### src/design/cbl_cfg.svh
//
// Summary of operation
// - Pin disable bit 3 set forces the multi-function pin low internally.
// - Bits 5:4 pick pin role: invert, external clamp, hold, pixel clock.
// - Clamp pulse starts restore if enabled, averaging if enabled, always loads offsets.
// - Internal clamp mode generates the clamp pulse every line by itself.
// - External clamp mode loads offsets only at that pulse's leading edge.
// - Without internal clamp, gain loads may wait up to 100 ms; offsets load only at a clamp pulse.
// - Bit 6 set halves the crystal clock output; clear passes crystal rate.
// - Bit 7 set holds the crystal clock output low; clear lets it toggle.
// - Thirteen-bit start pixel after sync trailing edge begins restore and averaging.
// - Clamp width sets restore pulse pixels; width 0 or 1 makes no pulse.
// - Clamp width affects only the restore pulse, never the averaging window.
// - Config bit 0 clear enables black-level compensation; set disables it.
// - Bits 3:2 pick averaged pixels per line: 16, 32, 64, 128.
// - Bits 6:4 set time constant as two to the power five plus field.
// - Bus width bit 0 clear drives secondary buses low; set outputs 48 bits.
`ifndef CBL_CFG_SVH
`define CBL_CFG_SVH
`define CBL_ADDR_PIN_CTRL   8'h13
`define CBL_ADDR_START_HI   8'h14
`define CBL_ADDR_START_LO   8'h15
`define CBL_ADDR_WIDTH      8'h16
`define CBL_ADDR_BLC        8'h17
`define CBL_ADDR_OUTFMT     8'h18
`define CBL_RST_PIN_CTRL    8'h00
`define CBL_RST_START_HI    8'h00
`define CBL_RST_START_LO    8'h00
`define CBL_RST_WIDTH       8'h10
`define CBL_RST_BLC         8'h40
`define CBL_RST_OUTFMT      8'h00
`define CBL_MIN_WIDTH       8'h02
`define CBL_BIT_PIN_DIS     3
`define CBL_BIT_XTAL_HALF   6
`define CBL_BIT_XTAL_OFF    7
`define CBL_BIT_BLC_DIS     0
`define CBL_BIT_BUS48       0
`define CBL_PX_BASE         5
`define CBL_TC_BASE         5
`define CBL_HOLD_MS         100
`define CBL_CLK_KHZ         25000
`define CBL_HOLD_CYC        (`CBL_HOLD_MS * `CBL_CLK_KHZ)
`endif

### src/design/cbl_pkg.sv
package cbl_pkg;
  typedef enum logic [1:0] {
    CBL_PIN_INVERT,
    CBL_PIN_EXT_CLAMP,
    CBL_PIN_EXT_HOLD,
    CBL_PIN_EXT_EXTERNAL_PIXEL_CLOCK
  } cbl_pin_fn_t;

  typedef struct packed {
    logic [7:0] red;
    logic [7:0] green;
    logic [7:0] blue;
  } cbl_pixel_t;

  typedef struct packed {
    logic        restore;
    logic        average_start;
    logic        offset_load;
    logic        gain_load;
  } cbl_clamp_evt_t;
endpackage : cbl_pkg

### src/design/cbl_top.sv
// The plain strobed port was decided locally.
`timescale 1ns/1ps
`include "cbl_cfg.svh"
module cbl_top #(
  parameter int unsigned HOLD_CYC = `CBL_HOLD_CYC
) (
  input  wire logic               core_clk_i,
  input  wire logic               rstn_i,
  input  wire logic [7:0]         addr_i,
  input  wire logic [7:0]         wdata_i,
  input  wire logic               wr_i,
  input  wire logic               rd_i,
  output logic [7:0]              rdata_o,
  input  wire logic               multi_pin_i,
  input  wire logic               hsync_i,
  input  wire logic               crystal_clk_i,
  input  wire logic               restore_en_i,
  input  wire cbl_pkg::cbl_pixel_t pix_primary_i,
  input  wire cbl_pkg::cbl_pixel_t pix_secondary_i,
  output logic                    sample_clock_invert_o,
  output logic                    ext_hold_o,
  output logic                    external_pixel_clock_o,
  output logic                    crystal_clock_output_o,
  output cbl_pkg::cbl_clamp_evt_t clamp_evt_o,
  output logic                    restore_pulse_o,
  output logic                    average_window_o,
  output logic                    auto_black_level_comp_en_o,
  output logic [7:0]              average_pixels_o,
  output logic [12:0]             time_constant_lines_o,
  output cbl_pkg::cbl_pixel_t     primary_bus_o,
  output cbl_pkg::cbl_pixel_t     secondary_bus_o
);

  // ************************************************************
  // Registers
  // ************************************************************
  logic [7:0]          pin_ctrl;
  logic [7:0]          start_hi;
  logic [7:0]          start_lo;
  logic [7:0]          width;
  logic [7:0]          blc_cfg;
  logic [7:0]          outfmt;
  logic                gain_pending;
  logic [12:0]         start_px;
  cbl_pkg::cbl_pin_fn_t pin_fn;

  assign start_px = {start_hi[4:0], start_lo};
  assign pin_fn   = cbl_pkg::cbl_pin_fn_t'(pin_ctrl[5:4]);

  // Register read decode
  function automatic logic [7:0] reg_read(input logic [7:0] a);
    unique case (a)
      `CBL_ADDR_PIN_CTRL: reg_read = pin_ctrl;
      `CBL_ADDR_START_HI: reg_read = {3'h0, start_hi[4:0]};
      `CBL_ADDR_START_LO: reg_read = start_lo;
      `CBL_ADDR_WIDTH:    reg_read = width;
      `CBL_ADDR_BLC:      reg_read = blc_cfg;
      `CBL_ADDR_OUTFMT:   reg_read = outfmt;
      default:            reg_read = 8'h00;
    endcase
  endfunction : reg_read

  // Register writes
  always_ff @(posedge core_clk_i or negedge rstn_i)
  begin
    if (!rstn_i)
    begin
      pin_ctrl <= `CBL_RST_PIN_CTRL;
      start_hi <= `CBL_RST_START_HI;
      start_lo <= `CBL_RST_START_LO;
      width    <= `CBL_RST_WIDTH;
      blc_cfg  <= `CBL_RST_BLC;
      outfmt   <= `CBL_RST_OUTFMT;
    end
    else if (wr_i)
    begin
      unique case (addr_i)
        `CBL_ADDR_PIN_CTRL: pin_ctrl <= wdata_i;
        `CBL_ADDR_START_HI: start_hi <= {3'h0, wdata_i[4:0]};
        `CBL_ADDR_START_LO: start_lo <= wdata_i;
        `CBL_ADDR_WIDTH:    width    <= wdata_i;
        `CBL_ADDR_BLC:      blc_cfg  <= wdata_i;
        `CBL_ADDR_OUTFMT:   outfmt   <= wdata_i;
        default:            ;
      endcase
    end
  end

  // Read data, one cycle after strobe
  always_ff @(posedge core_clk_i or negedge rstn_i)
  begin
    if (!rstn_i)
      rdata_o <= 8'h00;
    else
      rdata_o <= rd_i ? reg_read(addr_i) : 8'h00;
  end

  // ************************************************************
  // Input synchronisers
  // ************************************************************
  logic [2:0] pin_s;
  logic [2:0] hs_s;
  logic [2:0] xt_s;

  // Two stages plus an edge-history stage
  always_ff @(posedge core_clk_i or negedge rstn_i)
  begin
    if (!rstn_i)
    begin
      pin_s <= 3'h0;
      hs_s  <= 3'h0;
      xt_s  <= 3'h0;
    end
    else
    begin
      pin_s <= {pin_s[1:0], multi_pin_i};
      hs_s  <= {hs_s[1:0], hsync_i};
      xt_s  <= {xt_s[1:0], crystal_clk_i};
    end
  end

  logic pin_lvl;
  logic pin_rise;
  logic hs_trail;
  logic xt_rise;
  assign pin_lvl  = pin_s[1] & ~pin_ctrl[`CBL_BIT_PIN_DIS];
  assign pin_rise = pin_lvl & ~(pin_s[2] & ~pin_ctrl[`CBL_BIT_PIN_DIS]);
  assign hs_trail = hs_s[2] & ~hs_s[1];
  assign xt_rise  = xt_s[1] & ~xt_s[2];

  // ************************************************************
  // Multi-function pin routing
  // ************************************************************
  always_ff @(posedge core_clk_i or negedge rstn_i)
  begin
    if (!rstn_i)
    begin
      sample_clock_invert_o  <= 1'b0;
      ext_hold_o             <= 1'b0;
      external_pixel_clock_o <= 1'b0;
    end
    else
    begin
      sample_clock_invert_o  <= (pin_fn == cbl_pkg::CBL_PIN_INVERT) & pin_lvl;
      ext_hold_o             <= (pin_fn == cbl_pkg::CBL_PIN_EXT_HOLD) & pin_lvl;
      external_pixel_clock_o <= (pin_fn == cbl_pkg::CBL_PIN_EXT_EXTERNAL_PIXEL_CLOCK) & pin_lvl;
    end
  end

  // ************************************************************
  // Crystal clock output
  // ************************************************************
  logic xt_half;

  // Divide by two on crystal rising edges
  always_ff @(posedge core_clk_i or negedge rstn_i)
  begin
    if (!rstn_i)
      xt_half <= 1'b0;
    else if (xt_rise)
      xt_half <= ~xt_half;
  end

  always_ff @(posedge core_clk_i or negedge rstn_i)
  begin
    if (!rstn_i)
      crystal_clock_output_o <= 1'b0;
    else if (pin_ctrl[`CBL_BIT_XTAL_OFF])
      crystal_clock_output_o <= 1'b0;
    else
      crystal_clock_output_o <= pin_ctrl[`CBL_BIT_XTAL_HALF] ? xt_half : xt_s[1];
  end

  // ************************************************************
  // Internal clamp timing
  // ************************************************************
  logic [12:0] px_cnt;
  logic        px_run;
  logic [7:0]  rst_cnt;
  logic [7:0]  avg_cnt;
  logic        int_clamp;
  logic        int_mode;
  logic        blc_on;
  logic [7:0]  avg_len;

  assign int_mode  = (pin_fn != cbl_pkg::CBL_PIN_EXT_CLAMP);
  assign int_clamp = int_mode & px_run & (px_cnt == start_px);
  assign blc_on    = ~blc_cfg[`CBL_BIT_BLC_DIS];
  assign avg_len   = 8'(1 << (`CBL_PX_BASE - 1 + blc_cfg[3:2]));

  // Pixel counter from sync trailing edge
  always_ff @(posedge core_clk_i or negedge rstn_i)
  begin
    if (!rstn_i)
    begin
      px_cnt <= 13'h0000;
      px_run <= 1'b0;
    end
    else if (hs_trail)
    begin
      px_cnt <= 13'h0000;
      px_run <= 1'b1;
    end
    else if (px_run)
    begin
      px_cnt <= px_cnt + 13'h0001;
      px_run <= (px_cnt != start_px);
    end
  end

  logic clamp_evt;
  assign clamp_evt = int_clamp | (~int_mode & pin_rise);

  // Restore pulse width counter
  always_ff @(posedge core_clk_i or negedge rstn_i)
  begin
    if (!rstn_i)
      rst_cnt <= 8'h00;
    else if (clamp_evt & restore_en_i & (width >= `CBL_MIN_WIDTH))
      rst_cnt <= width;
    else if (rst_cnt != 8'h00)
      rst_cnt <= rst_cnt - 8'h01;
  end

  // Averaging window, independent of clamp width
  always_ff @(posedge core_clk_i or negedge rstn_i)
  begin
    if (!rstn_i)
      avg_cnt <= 8'h00;
    else if (clamp_evt & blc_on)
      avg_cnt <= avg_len;
    else if (avg_cnt != 8'h00)
      avg_cnt <= avg_cnt - 8'h01;
  end

  // ************************************************************
  // Gain hold timer when no internal clamp
  // ************************************************************
  logic [31:0] hold_cnt;

  always_ff @(posedge core_clk_i or negedge rstn_i)
  begin
    if (!rstn_i)
    begin
      gain_pending <= 1'b0;
      hold_cnt     <= 32'h0;
    end
    else if (clamp_evt | (hold_cnt == HOLD_CYC - 1))
    begin
      gain_pending <= wr_i;
      hold_cnt     <= 32'h0;
    end
    else
    begin
      if (wr_i)
        gain_pending <= 1'b1;
      if (gain_pending)
        hold_cnt <= hold_cnt + 32'h1;
    end
  end

  // Clamp outputs and config views
  always_ff @(posedge core_clk_i or negedge rstn_i)
  begin
    if (!rstn_i)
    begin
      clamp_evt_o                <= '0;
      restore_pulse_o            <= 1'b0;
      average_window_o           <= 1'b0;
      auto_black_level_comp_en_o <= 1'b0;
      average_pixels_o           <= 8'h00;
      time_constant_lines_o      <= 13'h0000;
    end
    else
    begin
      clamp_evt_o.restore        <= clamp_evt & restore_en_i;
      clamp_evt_o.average_start  <= clamp_evt & blc_on;
      clamp_evt_o.offset_load    <= clamp_evt;
      clamp_evt_o.gain_load      <= clamp_evt | (gain_pending & (hold_cnt == HOLD_CYC - 1));
      restore_pulse_o            <= (rst_cnt != 8'h00);
      average_window_o           <= (avg_cnt != 8'h00);
      auto_black_level_comp_en_o <= blc_on;
      average_pixels_o           <= avg_len;
      time_constant_lines_o      <= 13'(1 << (`CBL_TC_BASE + blc_cfg[6:4]));
    end
  end

  // ************************************************************
  // Output bus width
  // ************************************************************
  always_ff @(posedge core_clk_i or negedge rstn_i)
  begin
    if (!rstn_i)
    begin
      primary_bus_o   <= '0;
      secondary_bus_o <= '0;
    end
    else
    begin
      primary_bus_o   <= pix_primary_i;
      secondary_bus_o <= outfmt[`CBL_BIT_BUS48] ? pix_secondary_i : '0;
    end
  end

endmodule : cbl_top

### config.mk
export PLATFORM = sky130hd
export DESIGN_NAME = cbl_top
export DESIGN_NICKNAME = d
export VERILOG_FILES = /design/src/design/cbl_pkg.sv /design/src/design/cbl_top.sv
export VERILOG_INCLUDE_DIRS = /design/src /design/src/design
export SDC_FILE = /design/constraint.sdc
export NUM_CORES = 1
export LEC_CHECK = 0
export ABC_CLOCK_PERIOD_IN_PS = 2000
export BUFFER_PORTS_ARGS = -buffer_cell sky130_fd_sc_hd__buf_2
export CORE_ASPECT_RATIO = 1.2
export CORE_MARGIN = 2
export CORE_UTILIZATION = 45
export CTS_BUF_LIST = sky130_fd_sc_hd__clkbuf_4 sky130_fd_sc_hd__clkbuf_8
export DETAILED_ROUTE_END_ITERATION = 10
export PLACE_DENSITY = 0.7
export REMOVE_ABC_BUFFERS = 1
export SLEW_MARGIN = 40
export SYNTH_ARGS = -nofsm -noshare
export SYNTH_HDL_FRONTEND = slang
export SYNTH_SLANG_ARGS = --single-unit
### constraint.sdc
create_clock -name core_clk_i -period 2 [get_ports core_clk_i]
set_input_delay 0.1 -clock core_clk_i [delete_from_list [all_inputs] [get_ports core_clk_i]]
set_output_delay 0.1 -clock core_clk_i [all_outputs]
set_load 0.02 [all_outputs]
; After elaboration in Yosys (flattened, before gate mapping)
; Index checks and enable logic that the tools add are counted.
[op_classes]
n_eq_ne = 12
reduce_logical = 14
n_bitwise = 25
n_lt_le_gt_ge = 1
muxes = 17
n_shift = 2
n_addsub = 6
[op_table]
columns = operator, count
row1 = $mux W32, 2
row2 = $eq A8 B5 Y1 const B, 6
row3 = $pmux W8 S6, 1
row4 = $mux W8, 5
row5 = $add A32 B1 Y32 const B, 1
row6 = $eq A32 B22 Y1 const B, 1
row7 = $mux W13, 2
row8 = $mux W24, 1
row9 = $reduce_bool A8 Y1, 2
row10 = $sub A8 B1 Y8 const B, 2
row11 = $and A1 B1 Y1, 15
row12 = $add A13 B1 Y13 const B, 1
row13 = $eq A13 B13 Y1, 1
row14 = $ne A13 B13 Y1, 1
row15 = $shl A1 B4 Y13 const A, 1
row16 = $reduce_and A2 Y1, 6
row17 = $reduce_bool A2 Y1, 5
row18 = $ge A8 B2 Y1 const B, 1
row19 = $shl A1 B4 Y8 const A, 1
row20 = $not A1 Y1, 7
row21 = $mux W1, 6
row22 = $add A3 B2 Y4 const A, 1
row23 = $add A3 B3 Y4 const A, 1
row24 = $eq A2 B2 Y1 const B, 2
row25 = 3 further kinds, 5
[totals]
elab_cells = 113
out_inout_bits = 88
register_bits = 206
in_bits = 72

; Logic depth before layout (Yosys ltp)
[logic_depth]
ltp_word = 9
mapped_depth = 8

; Worst setup path after synthesis
; Ideal clock, no wire load.
[synth_timing]
path_type = reg2reg
start = reg px_cnt[3]
end = reg avg_cnt[7]
setup_slack_ns = -0.043
setup_time_ns = 0.125
arrival_time_ns = 1.918
path_buffers = 1
required_ns = 1.875
stages_incl_launch_ff = 7
path_cell_list = dfrtp_1 buf_2 xnor2_1 o2111ai_1 or4_1 a21oi_2 mux2_2
[synth_between]
elab_chain_cells = 5
word_cells_on_any_way = 6
[synth_rtl]
columns = item, line_no
row1 = from (decl), cbl_top.sv:177  ; logic [12:0] px_cnt;
row2 = from (signal assigned), cbl_top.sv:206  ; px_cnt <= px_cnt + 13'h0001;
row3 = $eq A13 B13 Y1 *, cbl_top.sv:187  ; assign int_clamp = int_mode & px_run & (px_cnt == start_px);
row4 = $and A1 B1 Y1 *, cbl_top.sv:187
row5 = $or A1 B1 Y1 *, cbl_top.sv:212  ; assign clamp_evt = int_clamp | (~int_mode & pin_rise);
row6 = $and A1 B1 Y1 *, cbl_top.sv:230  ; else if (clamp_evt & blc_on)
row7 = $mux W8 or $reduce_bool A2 Y1 (tied branches), -
row8 = to (signal assigned), cbl_top.sv:231  ; avg_cnt <= avg_len;
row9 = to (signal assigned), cbl_top.sv:233  ; avg_cnt <= avg_cnt - 8'h01;
row10 = to (decl), cbl_top.sv:180  ; logic [7:0] avg_cnt;
; Mark *: on every way between the ends. The rest lies on a longest branch, timed or not.
; A chain may end at the register's enable or synchronous reset.

; Final worst setup path
[layout_timing]
start = reg start_lo[2]
end = reg rst_cnt[4]
[layout_between]
elab_chain_cells = 6
word_cells_on_any_way = 7
[layout_rtl]
columns = item, line_no
row1 = from (decl), cbl_top.sv:39  ; logic [7:0] start_lo;
row2 = from (signal assigned), cbl_top.sv:70  ; start_lo <= `CBL_RST_START_LO;
row3 = from (signal assigned), cbl_top.sv:80  ; `CBL_ADDR_START_LO: start_lo <= wdata_i;
row4 = $eq A13 B13 Y1 *, cbl_top.sv:187
row5 = $and A1 B1 Y1 *, cbl_top.sv:187
row6 = $or A1 B1 Y1 *, cbl_top.sv:212
row7 = $and A1 B1 Y1 * (2 in a row), cbl_top.sv:219  ; else if (clamp_evt & restore_en_i & (width >= `CBL_MIN_WIDTH))
row8 = $mux W8 or $reduce_bool A2 Y1 (tied branches), -
row9 = to (signal assigned), cbl_top.sv:220  ; rst_cnt <= width;
row10 = to (signal assigned), cbl_top.sv:222  ; rst_cnt <= rst_cnt - 8'h01;
row11 = to (decl), cbl_top.sv:179  ; logic [7:0] rst_cnt;
; Marks and branches as above.

==> flow_summary.json <==
{
  "fin_crit_ns": 2.018,
  "clockBufferDepth": 3,
  "worst-setup-path-type": "reg2reg",
  "synth.top_cell.area_share_pct": 60.04,
  "ir_drop_v": 0.0006049,
  "maxSlewViolCount": 0,
  "core_um2": 18170,
  "io_pins": 160,
  "yosys.area.top_type": "dfrtp_1",
  "grt_first_pass_wirelength_mm": 32.22,
  "worstMarginPinSlew_ns": 0.5102,
  "num_vias": 6162,
  "crit_fanout": 8,
  "p_leak_nw": 5.560,
  "tns_ns": -0.04364,
  "drtAntennaViolNets": 0,
  "rsz0062_at_grt": "true",
  "async_flop_share_pct": 100.0,
  "drtIter0Drc": 336,
  "hold_viol_final": 0,
  "numCtsBuffers": 34,
  "outcome": "finished with violations",
  "worst_ep_required_time_ns": 2.38,
  "clkLatencyLatePin_ns": 0.51,
  "hpwlAfterDp_mm": 13.63,
  "synth-edff-count": 0,
  "min-delay-start": "addr_i[2]",
  "synth_cells": 672,
  "row_count": 54,
  "cts_tree": "yes",
  "period_share_pct": 100.9,
  "yosys.cell_types.count": 56,
  "start_util_pct": 45.86,
  "viasPerCell": 5.010,
  "synth.area.top_cells": "dfrtp_1 60%, mux2_2 6.9%, xnor2_1 4.9%, nor2_1 3.0%, and2_1 2.3%",
  "syn_to_final_growth_pct": 36.12,
  "max_slew_margin_pct": 65.98,
  "clkTransAtPathRegs_ns": 0.06,
  "r2r-start": "start_lo[2]",
  "cts-root-buf": "clkbuf_8",
  "pre_cts_ws_ns": -0.09751,
  "drc": 0,
  "final_nets": 1064,
  "hp-class": "in2reg",
  "overflow": 0,
  "synth_area_um2": 8335,
  "grt_pass1_vias": 6417,
  "final-instance-count-excl-fill": 1230,
  "setup_viol": 4,
  "grt_max_degree": 59,
  "cts_sinks": 202,
  "fmax_mhz": 495.6,
  "critPathLaunchType": "flip-flop",
  "antenna_found_initial": 0,
  "wirelength_mm": 20.04,
  "worst_slack_ns": -0.01772,
  "place.port_buffers": 155,
  "avgSynthCellArea_um2": 12.40,
  "ys_ff_latch": 202,
  "dp.cells": 1104,
  "ys_warn_count": 0,
  "power_w": 0.01093,
  "holdWs_ns": 0.1167,
  "cp.arrival_ns": 2.40,
  "maxCapViolations": 0,
  "startpoint": "start_lo[2]",
  "die-area_um2": 19630,
  "mostFrequentLayoutCell": "dfrtp_1",
  "grt.total_usage_pct": 20.60,
  "ys.flop_type": "dfrtp_1",
  "die_width_um": 128.2,
  "htree_levels": 2,
  "gp_congestion": 0.8445,
  "wire_per_inst_um": 16.29,
  "final_cell_mix": "200 x dfrtp_1, 154 x buf_2, 71 x buf_4",
  "yosysSeqAreaShare_pct": 60.67,
  "power.density_nw_per_um2": 963.3,
  "dr.pass1.iters": 5,
  "failed_checks": "negative setup slack",
  "drive_above_1_share_pct": 36.58,
  "skew_ns": 0.01837,
  "dieHeight_um": 153.1,
  "critPathCaptureType": "flip-flop",
  "diodes": 0
}
## final timing paths
| kind | end | slack [ns] | cells after the start |
|---|---|---|---|
| setup / recovery | rst_cnt[4] | -0.02 | 5 |
| setup reg to reg | rst_cnt[4] | -0.02 | 5 |
| hold reg to reg | pin_s[1] | 0.35 | 0 |
| hold / removal | rdata_o[1] | 0.12 | 5 |
| min in group asynchronous | primary_bus_o[21] | 0.14 | 2 |
| max in group asynchronous | blc_cfg[6] | 1.16 | 3 |
## logic make-up after synthesis
logic type                 synth area share (%)
muxes                                     9.006
xor gates and xnor gates                  6.515
adders and majority gates                0.9006
other                                   0.04499
DFF                                       60.67
AOI/OAI and AO/OA                         4.218
and+or+nand+nor                           16.39
buffers and inverters                     2.252
## cell usage after synthesis (all sizes together), types with 2 or more instances
library cell,n
a21boi,5
a21o,5
a21oi,9
a222oi,3
a22oi,5
a32oi,2
and2,30
and3,6
and3b,3
and4,4
buf,14
clkbuf,11
dfrtp,200
dfstp,2
ha,6
inv,17
mux2,54
mux2i,3
mux4,5
nand2,40
nand3,19
nand3b,2
nand4,15
nor2,66
nor2b,3
nor3,21
nor3b,4
nor4,10
nor4b,6
o211ai,4
o21ai,11
o31ai,2
or3,6
or4,7
xnor2,47
xor2,15
## final cells by class
class	count	area, um^2
Sequential cell	202	5057
Multi-Input combinational cell	436	3186
Clock buffer	50	625.6
Clock inverter	6	60.06
Timing Repair Buffer	295	2073
Fill cell	1410	6829
Inverter	17	63.81
Tap cell	224	280.3
## state kept, by name, summed over array words and instances, names as in the netlist, 4 cells and up
register,count
average_pixels_o,4
avg_cnt,8
blc_cfg,8
clamp_evt_o,4
hold_cnt,32
outfmt,8
pin_ctrl,8
primary_bus_o,24
px_cnt,13
rdata_o,8
rst_cnt,8
secondary_bus_o,24
start_hi,5
start_lo,8
time_constant_lines_o,13
width,8
## report_power, final
group          switching (W)  leakage, nW  internal (W)
logic                0.00122         2.57       0.00119
registers           0.000321         2.63       0.00450
clock network        0.00158        0.360       0.00213
## repair_timing
item                                    CTS  global route
hold buffers                             63             0
setup buffers                             0             6
pin swaps                                 1             8
cloned                                    0             1
endpoints found under the setup margin   42            42
hold endpoints to repair                240             0
gates resized for setup                   4            12
## stage by stage
step	area [um^2]	utilization, %
after floorplan	8242	-
after global placement	9882	54.37
after detailed placement	9882	54.37
after CTS	11220	61.71
after global routing	11350	62.43
final	11350	62.43
## worst max-delay path: stages (launching register included)
cell and delay [ns]:
dfrtp_1 0.40, xnor2_1 0.18, nand4_1 0.18, or4_4 0.60
a21o_4 0.26, mux2_2 0.28
## metal layers
metal	track usage, %	wire length, um	vias up
met2	36.60	10740	162
met3	4.165	833	46
met4	7.221	550	0
li1	-	-	2948
met5	0	0	-
met1	24.69	7916	3006
Power figures use the tool's default switching activity.
